## src/phy_irq_cfg.svh

```systemverilog
// Register offsets, field positions, reset values and timing counts of the event status block
`ifndef PHY_IRQ_CFG_SVH
`define PHY_IRQ_CFG_SVH

`define ADDR_W 5
`define DATA_W 16
`define OFS_EVENT_MASK 5'h10
`define OFS_EVENT_CAUSE_STATUS 5'h11

`define BIT_CARRIER_UNSTABLE 15
`define BIT_LINK_CHANGE 14
`define BIT_DESCR_CHANGE 13
`define BIT_PREMATURE_END 12
`define BIT_LINK_LOSS_MSB 11
`define BIT_FALSE_CARRIER_MSB 10
`define BIT_RX_ERROR_MSB 9
`define BIT_ELASTIC_FAULT 8
`define BIT_RESET_COMPLETE 7
`define BIT_JABBER 6
`define BIT_AN_COMPLETE 5
`define BIT_PAR_DET_FAULT 4
`define BIT_PAR_FAIL 3
`define BIT_REMOTE_FAULT 2
`define BIT_PAGE_RX 1
`define BIT_RESERVED 0

`define STATUS_RST 16'h0000
`define MASK_RST 16'h4080

`define ELASTIC_DEPTH 4'ha
`define CLK_HZ 20000000
`define JABBER_MS 105
`define JABBER_CYC ((`JABBER_MS * `CLK_HZ) / 1000)

`endif

```

## src/phy_irq_pkg.sv

```systemverilog
// Types shared by the event status block
package phy_irq_pkg;

  // Event sources, all from logic on the same clock
  typedef struct packed {
    logic carrier_unstable;
    logic link_up;
    logic descr_locked;
    logic speed_100;
    logic idle_pair_in_frame;
    logic link_loss_msb;
    logic false_carrier_msb;
    logic rx_error_msb;
    logic eb_push;
    logic eb_pop;
    logic calib_done;
    logic mode_10;
    logic tx_active;
    logic an_complete;
    logic an_enable;
    logic par_det_fault;
    logic par_fail;
    logic lp_remote_fault;
    logic far_end_fault;
    logic page_rx;
  } phy_events_t;

  typedef enum logic [1:0] {
    JAB_IDLE = 2'b00,
    JAB_TIMING = 2'b01,
    JAB_CUT = 2'b10
  } jabber_state_t;

endpackage

```

## src/phy_interrupt_status_logic.sv

```systemverilog
// Event status register, mask gating, jabber timer and elastic buffer watch of the transceiver
`timescale 1ns/1ns
`include "phy_irq_cfg.svh"

// What this block does
// - Status register shows which events occurred, whether or not their mask bit let them drive the management interrupt pin
// - Reading the status register clears every bit
// - Bit 15 sets when the carrier integrity monitor reports instability
// - Bit 14 sets on any link state change
// - Bit 13 sets on descrambler lock gained or lost
// - Bit 12 sets on two idles inside a 100 Mb/s frame
// - Bit 11 sets when the link loss counter top bit becomes one
// - Bit 10 sets when the false carrier counter top bit becomes one
// - Bit 9 sets when the receive error counter top bit becomes one
// - Bit 8 sets on elastic buffer overrun or underrun; frame is aborted
// - Elastic buffer is ten bits deep
// - Bit 7 sets when calibration completes
// - Ten-megabit transmission beyond 105 ms is cut off and sets bit 6
// - Jabber flag holds until read here, basic status read, or reset
// - No jabber detection in 100 Mb/s operation
// - Bit 5 sets when auto-negotiation completes
// - Bit 4 sets on parallel detection fault
// - Bit 3 sets when parallel detection finds an unadvertised technology
// - Auto-negotiation on: bit 2 sets on partner remote fault bit
// - Auto-negotiation off: bit 2 sets on 100 Mb/s far-end fault
// - Bit 1 sets on each verified received page
// - Mask bit set lets its event drive the pin
// - Compatibility mode disables mask bits and ignores their writes
module phy_interrupt_status_logic
  import phy_irq_pkg::*;
#(
  parameter int unsigned JABBER_CYCLES = `JABBER_CYC
) (
  input wire logic clk,
  input wire logic rstn,
  input wire logic [`ADDR_W-1:0] reg_addr,
  input wire logic [`DATA_W-1:0] reg_wdata,
  input wire logic reg_wr,
  input wire logic reg_rd,
  output logic [`DATA_W-1:0] reg_rdata,
  input wire phy_events_t events,
  input wire logic compat_mode,
  input wire logic basic_status_rd,
  output logic irq_q,
  output logic jabber_flag_q,
  output logic tx_cutoff_q,
  output logic frame_abort_q
);

  // ----------------------------------------
  // Declarations
  // ----------------------------------------
  logic [`DATA_W-1:0] status_q;
  logic [`DATA_W-1:0] status_d;
  logic [`DATA_W-1:0] set_ev;
  logic [`DATA_W-1:0] mask_q;
  logic [`DATA_W-1:0] mask_eff;
  logic [`DATA_W-1:0] rdata_q;
  logic status_rd;
  logic link_up_q;
  logic descr_q;
  logic ll_msb_q;
  logic fc_msb_q;
  logic re_msb_q;
  logic calib_q;
  logic an_done_q;
  logic lp_rf_q;
  logic [3:0] eb_fill_q;
  logic eb_fault;
  logic [21:0] jab_cnt_q;
  logic jab_trip;
  jabber_state_t jab_state_q;

  assign reg_rdata = rdata_q;
  assign status_rd = reg_rd && (reg_addr == `OFS_EVENT_CAUSE_STATUS);

  // ----------------------------------------
  // Edge history of level sources
  // ----------------------------------------
  always_ff @(posedge clk or negedge rstn) begin
    if (!rstn) begin
      link_up_q <= 1'b0;
      descr_q <= 1'b0;
      ll_msb_q <= 1'b0;
      fc_msb_q <= 1'b0;
      re_msb_q <= 1'b0;
      calib_q <= 1'b0;
      an_done_q <= 1'b0;
      lp_rf_q <= 1'b0;
    end else begin
      link_up_q <= events.link_up;
      descr_q <= events.descr_locked;
      ll_msb_q <= events.link_loss_msb;
      fc_msb_q <= events.false_carrier_msb;
      re_msb_q <= events.rx_error_msb;
      calib_q <= events.calib_done;
      an_done_q <= events.an_complete;
      lp_rf_q <= events.lp_remote_fault;
    end
  end

  // ----------------------------------------
  // Elastic buffer occupancy watch
  // ----------------------------------------
  // Only the fill level is tracked; the data path lives with the receive clocks
  assign eb_fault = (events.eb_push && !events.eb_pop && eb_fill_q == `ELASTIC_DEPTH) ||
                    (events.eb_pop && !events.eb_push && eb_fill_q == 4'h0);

  always_ff @(posedge clk or negedge rstn) begin
    if (!rstn) begin
      eb_fill_q <= 4'h0;
    end else if (eb_fault) begin
      eb_fill_q <= eb_fill_q;
    end else if (events.eb_push && !events.eb_pop) begin
      eb_fill_q <= eb_fill_q + 4'h1;
    end else if (events.eb_pop && !events.eb_push) begin
      eb_fill_q <= eb_fill_q - 4'h1;
    end
  end

  always_ff @(posedge clk or negedge rstn) begin
    if (!rstn) begin
      frame_abort_q <= 1'b0;
    end else begin
      frame_abort_q <= eb_fault;
    end
  end

  // ----------------------------------------
  // Jabber timer
  // ----------------------------------------
  assign jab_trip = (jab_state_q == JAB_TIMING) && (jab_cnt_q == 22'(JABBER_CYCLES - 1));

  always_ff @(posedge clk or negedge rstn) begin
    if (!rstn) begin
      jab_state_q <= JAB_IDLE;
      jab_cnt_q <= 22'h0;
    end else begin
      unique case (jab_state_q)
        JAB_IDLE: begin
          jab_cnt_q <= 22'h0;
          if (events.tx_active && events.mode_10) begin
            jab_state_q <= JAB_TIMING;
          end
        end
        JAB_TIMING: begin
          jab_cnt_q <= jab_cnt_q + 22'h1;
          if (!events.tx_active || !events.mode_10) begin
            jab_state_q <= JAB_IDLE;
          end else if (jab_trip) begin
            jab_state_q <= JAB_CUT;
          end
        end
        JAB_CUT: begin
          // Cut-off holds until the MAC drops its transmit request
          jab_cnt_q <= 22'h0;
          if (!events.tx_active) begin
            jab_state_q <= JAB_IDLE;
          end
        end
        default: begin
          jab_state_q <= JAB_IDLE;
          jab_cnt_q <= 22'h0;
        end
      endcase
    end
  end

  always_ff @(posedge clk or negedge rstn) begin
    if (!rstn) begin
      tx_cutoff_q <= 1'b0;
    end else begin
      tx_cutoff_q <= jab_trip || (jab_state_q == JAB_CUT && events.tx_active);
    end
  end

  // Shared with the basic status register; either read clears, a new trip wins
  always_ff @(posedge clk or negedge rstn) begin
    if (!rstn) begin
      jabber_flag_q <= 1'b0;
    end else if (jab_trip) begin
      jabber_flag_q <= 1'b1;
    end else if (status_rd || basic_status_rd) begin
      jabber_flag_q <= 1'b0;
    end
  end

  // ----------------------------------------
  // Event collection
  // ----------------------------------------
  always_comb begin
    set_ev = 16'h0000;
    set_ev[`BIT_CARRIER_UNSTABLE] = events.carrier_unstable;
    set_ev[`BIT_LINK_CHANGE] = events.link_up ^ link_up_q;
    set_ev[`BIT_DESCR_CHANGE] = events.descr_locked ^ descr_q;
    set_ev[`BIT_PREMATURE_END] = events.speed_100 && events.idle_pair_in_frame;
    set_ev[`BIT_LINK_LOSS_MSB] = events.link_loss_msb && !ll_msb_q;
    set_ev[`BIT_FALSE_CARRIER_MSB] = events.false_carrier_msb && !fc_msb_q;
    set_ev[`BIT_RX_ERROR_MSB] = events.rx_error_msb && !re_msb_q;
    set_ev[`BIT_ELASTIC_FAULT] = eb_fault;
    set_ev[`BIT_RESET_COMPLETE] = events.calib_done && !calib_q;
    set_ev[`BIT_JABBER] = jab_trip;
    set_ev[`BIT_AN_COMPLETE] = events.an_complete && !an_done_q;
    set_ev[`BIT_PAR_DET_FAULT] = events.par_det_fault;
    set_ev[`BIT_PAR_FAIL] = events.par_fail;
    set_ev[`BIT_REMOTE_FAULT] = events.an_enable ? (events.lp_remote_fault && !lp_rf_q)
                                                 : (events.speed_100 && events.far_end_fault);
    set_ev[`BIT_PAGE_RX] = events.page_rx;
  end

  // ----------------------------------------
  // Status register
  // ----------------------------------------
  // Set beats clear so an event in the read cycle shows on the next read
  always_comb begin
    status_d = status_q;
    if (status_rd) begin
      status_d = 16'h0000;
    end
    // Bit 6 is the same latch the basic status register shows, so its read clears it too
    if (basic_status_rd) begin
      status_d[`BIT_JABBER] = 1'b0;
    end
    status_d = status_d | set_ev;
    status_d[`BIT_RESERVED] = 1'b0;
  end

  always_ff @(posedge clk or negedge rstn) begin
    if (!rstn) begin
      status_q <= `STATUS_RST;
    end else begin
      status_q <= status_d;
    end
  end

  // ----------------------------------------
  // Mask register
  // ----------------------------------------
  always_ff @(posedge clk or negedge rstn) begin
    if (!rstn) begin
      mask_q <= `MASK_RST;
    end else if (reg_wr && reg_addr == `OFS_EVENT_MASK && !compat_mode) begin
      mask_q <= reg_wdata & 16'hfffe;
    end
  end

  assign mask_eff = compat_mode ? 16'h0000 : mask_q;

  // ----------------------------------------
  // Interrupt pin
  // ----------------------------------------
  always_ff @(posedge clk or negedge rstn) begin
    if (!rstn) begin
      irq_q <= 1'b0;
    end else begin
      irq_q <= |(status_q & mask_eff);
    end
  end

  // ----------------------------------------
  // Read data
  // ----------------------------------------
  always_ff @(posedge clk or negedge rstn) begin
    if (!rstn) begin
      rdata_q <= 16'h0000;
    end else if (status_rd) begin
      rdata_q <= status_q;
    end else if (reg_rd && reg_addr == `OFS_EVENT_MASK) begin
      rdata_q <= mask_eff;
    end else begin
      rdata_q <= 16'h0000;
    end
  end
endmodule

```

## config.mk

```make
export PLATFORM = sky130hd
export DESIGN_NAME = phy_interrupt_status_logic
export DESIGN_NICKNAME = d
export VERILOG_FILES = /design/src/phy_irq_pkg.sv /design/src/phy_interrupt_status_logic.sv
export VERILOG_INCLUDE_DIRS = /design/src
export SDC_FILE = /design/constraint.sdc
export NUM_CORES = 1
export LEC_CHECK = 0
export ABC_AREA = 1
export BUFFER_PORTS_ARGS = -buffer_cell sky130_fd_sc_hd__buf_2
export CORE_UTILIZATION = 50
export DETAILED_ROUTE_END_ITERATION = 16
export PLACE_DENSITY = 0.83
export REMOVE_ABC_BUFFERS = 1
export SETUP_SLACK_MARGIN = 0.05
export SYNTH_ARGS = -nofsm -noshare
export SYNTH_HDL_FRONTEND = slang
export SYNTH_SLANG_ARGS = --single-unit
```

## constraint.sdc

```tcl
create_clock -name clk -period 1.5 [get_ports clk]
set_input_delay 0.15 -clock clk [delete_from_list [all_inputs] [get_ports clk]]
set_output_delay 0.15 -clock clk [all_outputs]
set_load 0.02 [all_outputs]
```

Yosys cells after proc, flatten, opt, wreduce, memory -nomap -nowiden
Cells that the tools add are included.
Cells by class
  reductions and logical operators: 41
  multipliers: 0
  bitwise gates (word level): 5
  muxes and demuxes: 16
  equality and inequality tests: 9
  $add $sub $neg: 3
  magnitude comparators: 0
  divide/modulo/power cells: 0
  shifts and indexed selects: 0
Operators by type and width (number)
  two-way mux 16 bit: 4
  adder 22 x 1 -> 22 bit, second input constant: 1
  == test 22 bit, second input constant: 1
  two-way mux 22 bit: 1
  logical AND 1 bit: 19
  bitwise AND 16 bit: 1
  OR 16 bit: 1
  OR reduction 16 bit: 1
  logical NOT 1 bit: 11
  == test 5 bit, second input constant: 2
  two-way mux 2 bit: 4
  two-way mux 4 bit: 2
  case mux 2 bit (3 select lines): 1
  adder 4 x 1 -> 4 bit, second input constant: 1
  == test 4 bit, second input constant: 1
  logical NOT 4 bit: 1
  logical OR 1 bit: 4
  two-way mux 1 bit: 4
  != test 2 bit, second input constant: 2
  nonzero test 2 bit: 2
  subtractor 4 x 1 -> 4 bit, second input constant: 1
  != test 3 x 2 -> 1 bit, second input constant: 1
  AND reduction 3 bit: 1
  == test 2 x 1 -> 1 bit, second input constant: 1
  other kinds (5): 6
Word-level totals
  ROM bits: 0
  output and inout port bits: 20
  memories kept: 0
  bits of input ports: 47
  latch bits: 0
  register bits after elaboration: 86
  bits in writable memories: 0
  logic and storage cells: 92

Longest topological paths before layout
  depth after elaboration: 6
  gate-level depth with buffers: 9
  depth with buffers taken out: 9

Least setup slack after synthesis
Ideal clock, no wire load.
  path type: input to register
  start: in events[10] (netlist name)
  end: reg eb_fill_q[3]
  path buffers: 0
  required time: 1384 ps
  arrival: 1187 ps
  stages: 9
  library setup time: 116 ps
  slack: 197 ps
  cell sequence: inv_1 ha_1 inv_1 ha_1 a21oi_1 nand2_1 xor2_1 nand2_1 nand2_1
Between the ends
  cells in the longest elaborated chain, start to end: 6
  elaborated cells between the ends (all ways): 10
  those cells by class: mux: 1; bitwise: 1; reduce/logical: 8
RTL lines
  from (decl): RTL line phy_interrupt_status_logic.sv:41  | input wire phy_events_t events,
  logical NOT 1 bit: RTL line phy_interrupt_status_logic.sv:106, phy_interrupt_status_logic.sv:114
  logical AND 1 bit: RTL line phy_interrupt_status_logic.sv:106, phy_interrupt_status_logic.sv:114
  logical AND 1 bit (no source line)
  logical OR 1 bit: RTL line phy_interrupt_status_logic.sv:106  | assign eb_fault = (events.eb_push && !events.eb_pop && eb_fill_q == `ELASTIC_DEPTH) ||
  inverter 1 bit (no source line)
  AND reduction 2 bit (no source line)
  to (signal assigned): RTL line phy_interrupt_status_logic.sv:113  | eb_fill_q <= eb_fill_q;
  to (signal assigned): RTL line phy_interrupt_status_logic.sv:115  | eb_fill_q <= eb_fill_q + 4'h1;
  to (signal assigned): RTL line phy_interrupt_status_logic.sv:117  | eb_fill_q <= eb_fill_q - 4'h1;
  to (decl): RTL line phy_interrupt_status_logic.sv:68  | logic [3:0] eb_fill_q;
Several ways; a longest one is shown, not always the timed one.
A chain may end at the register's enable or synchronous reset.

Worst setup path in the final report
  start: reg eb_fill_q[2]
  end: reg eb_fill_q[3]
Between the ends
  cells in the longest elaborated chain, start to end: 5
  elaborated cells between the ends (all ways): 11
  those cells by class: add/sub: 2; eq/ne: 1; mux: 2; bitwise: 1; reduce/logical: 5
RTL lines
  branches (longest 5 deep; another with subtractor 4 x 1 -> 4 bit)
Several ways; the timed one is not identified. The select of a mux whose other input is x is not followed.

==> impl_metrics.csv <==
group,metric,value,unit
die,dieWidth,91.4,µm
yosys,yosysWarnings,0,
sta,holdWs,20.8,ps
sta,drv_slew,0,
global_routing,antenna_found_initial,0,
die,initial_core_util,51.8,%
critical_path,crit_top_cell,"nand2_1",
clock_tree,clock_latency,350,ps
critical_path,cp_cell_sequence,"ha_1 > a21oi_1 > nand2_1 > xor2_1 > nand2_1 > nand2_1",
power,power-per-cell-area,1100,mW/mm²
yosys,synthesis.area,0.00400,mm²
finish,fillCellCount,634,
critical_path,crit_start,"eb_fill_q[2]$_DFFE_PN0P_",
sta,clock_skew,17.7,ps
yosys,synth_cell_types,31,
critical_path,r2r-start,"eb_fill_q[2]$_DFFE_PN0P_",
critical_path,cp.arrival,1610,ps
yosys,synth.avg_cell_area,8.60,µm²
global_routing,overflow,0,
critical_path,critical-path-slowest-cell,"dfrtp_1",
sta,timing.final.crit_share,91.2,%
clock_tree,cts-root-buf,"clkbuf_8",
sta,fin_ws,132,ps
die,io_pins,67,
route,drt-total-wl,8.59,mm
global_routing,grt_usage,22.1,%
finish,synthToLayoutAreaGrowth,18.8,%
critical_path,cp_num_cells,6,
power,ir_worst_vdd,0.000690,V
sta,finalCriticalPeriod,1370,ps
route,ant_nets,0,
die,dieHeight,91.4,µm
route,dr.pass1.iters,5,
critical_path,end_kind,"flip-flop",
critical_path,r2r_slack,130,ps
critical_path,crit_family,"flip-flops",
sta,fin_tns_setup,0,ps
critical_path,slowest_delay,410,ps
route,via_per_inst,5.17,
sta,rsz0062_at_grt,"yes",
global_routing,grt_pass1_vias,3321,
critical_path,reg2reg_to,"eb_fill_q[3]$_DFFE_PN0P_",
sta,fmax,731,MHz
place,place_hpwl,6.13,mm
yosys,netlist_instances,465,
critical_path,start_kind,"flip-flop",
place,io_buffers,64,
finish,antenna_cells,0,
global_routing,grt_first_pass_wirelength,14.6,mm
route,drc,0,
global_routing,grt_max_degree,86,
yosys,synth-seq-cells,85,
die,rows,32,
finish,drive_gt1_share,22.5,%
worst_hold_path,hold_path.class,"input pin to flip-flop",
critical_path,crit_fanout,3,
power,p_leak,0.00242,µW
die,core_area,0.00773,mm²
critical_path,ff2ff_path_depth,6,
clock_tree,htreeDepth,3,
sta,setup_viol_count_final,0,
place,gp_congestion,0.906,
clock_tree,clock-sinks,85,
finish,design.final.nets,600,
critical_path,cp_num_buf_inv,0,
critical_path,cp-endpoint,"eb_fill_q[3]$_DFFE_PN0P_",
route,num_vias,3383,
finish,final_util,61.5,%
run,drv_cap,0,
route,post_drt_wl_per_cell,13.1,µm
route,first_iter_violations,180,
clock_tree,cts_buffer_depth,2,
clock_tree,cts_buffers,9,
clock_tree,clk_pin_slew,90,ps
clock_tree,cts_tree,"done",
sta,hold_viol,0,
place,pre_cts_slack,-57.4,ps
critical_path,critPathRequiredTime,1740,ps
die,dieArea,0.00836,mm²
status,status,"finished, final reports clean",
yosys,synth-seq-area-share,53.2,%
critical_path,crit_type,"flip-flop to flip-flop",
[routing by layer]
metal / wire (µm) / share of wire, % / track usage, %
met5: 0 / 0 / 0
met4: 152 / 1.8 / 8.60
met3: 472 / 5.5 / 4.02
met2: 4240 / 49 / 37.0
met1: 3730 / 43 / 28.5
[cell usage in the layout (no fill, tap or decap), types with 3 or more instances in the layout]
| cell type | n |
|---|---|
| a21oi_1 | 14 |
| o21ai_0 | 17 |
| nand2_2 | 6 |
| o22ai_1 | 14 |
| clkbuf_8 | 9 |
| nor3_1 | 3 |
| ha_1 | 4 |
| o21ai_1 | 8 |
| o21ai_2 | 10 |
| inv_1 | 65 |
| o21bai_1 | 5 |
| buf_2 | 63 |
| dfrtp_1 | 83 |
| nand4_1 | 13 |
| nand3_1 | 35 |
| nor2_1 | 46 |
| buf_4 | 7 |
| nor2_2 | 9 |
| nand2_1 | 98 |
| xnor2_1 | 4 |
| dlygate4sd3_1 | 10 |
| nor2_4 | 4 |
[synthesized netlist by cell type]
cell	count	share of area, %
nand2_1	99	9.3
dfrtp_1	83	52
inv_1	66	6.2
nor2_1	47	4.4
nand3_1	35	4.4
o21ai_0	18	2.3
a21oi_1	14	1.8
o22ai_1	14	2.2
nand4_1	13	2.0
o21ai_2	10	2.2
nor2_2	9	1.4
o21ai_1	7	0.88
buf_2	6	0.75
nand2_2	6	0.94
ha_1	5	1.6
o21bai_1	5	0.94
xnor2_1	4	0.88
buf_4	3	0.56
nor2_4	3	0.84
nor3_1	3	0.38
a21o_1	2	0.38
buf_6	2	0.56
dfstp_2	2	1.3
xor2_1	2	0.44
and2_1	1	0.16
and3_1	1	0.16
conb_1	1	0.094
fa_1	1	0.50
inv_2	1	0.094
nand3_2	1	0.25
nand4_2	1	0.31
[power breakdown]
| part | total [µW] | internal, µW | leakage [µW] | switching, µW |
|---|---|---|---|---|
| sequential | 2670 | 2500 | 0.00107 | 167 |
| combinational | 1110 | 459 | 0.00126 | 655 |
| clock | 1460 | 617 | 0.0000886 | 839 |
[through the flow]
stage          area, µm²  total power [µW]  cells
2_1_floorplan       3930              3370    454
3_3_place_gp        4450              3670    626
3_5_place_dp        4450              3740    626
4_1_cts             4720              5220    652
5_1_grt             4750              5560    654
6_report            4750              5240    654
[cell families after synthesis]
kind of cell	Yosys count	synth area share, %
adder cells (fa/ha/maj)	6	2.06
flip-flops	85	53.2
AO/OA/AOI/OAI	70	10.6
other	1	0.0937
AND/OR/NAND/NOR	219	24.6
buffers and inverters	78	8.16
XOR/XNOR	6	1.31
[cell type report]
| class | count | area [µm²] | area share, % |
|---|---|---|---|
| clock buffers | 10 | 128 | 2.69 |
| flip-flops and latches | 85 | 2130 | 44.8 |
| inverters | 67 | 251 | 5.29 |
| well taps | 102 | 128 | 2.69 |
| multi-input cells | 302 | 1560 | 32.9 |
| clock inverters | 6 | 46.3 | 0.974 |
| repair buffers | 82 | 508 | 10.7 |
[how the worst min path moves through the flow]
stage / start / end / slack, ps / depth (start not counted)
after global routing: events[0] / status_q[1]$_DFF_PN0_ / 0.8 / 2
after CTS: events[19] / status_q[15]$_DFF_PN0_ / 3 / 2
final: events[19] / status_q[15]$_DFF_PN0_ / 20 / 2
after global placement: rstn / link_up_q$_DFF_PN0_ / 220 / 2
after floorplan: rstn / an_done_q$_DFF_PN0_ / -150 / 0
after detailed placement: rstn / link_up_q$_DFF_PN0_ / 220 / 2
[state kept, by name, indices dropped and copies added (netlist names)]
register / flops
an_done_q: 1
calib_q: 1
descr_q: 1
eb_fill_q: 4
fc_msb_q: 1
frame_abort_q: 1
irq_q: 1
jab_cnt_q: 22
jab_state_q: 2
jabber_flag_q: 1
link_up_q: 1
ll_msb_q: 1
lp_rf_q: 1
mask_q: 15
re_msb_q: 1
reg_rdata: 15
status_q: 15
tx_cutoff_q: 1
[timing repair]
action / CTS / global route
buffers inserted: 0 / 2
resized for setup: 0 / 7
setup endpoints to repair: 0 / 15
hold buffers: 10 / 0
hold endpoints to repair: 92 / 0
(Power assumes the default switching activity.)
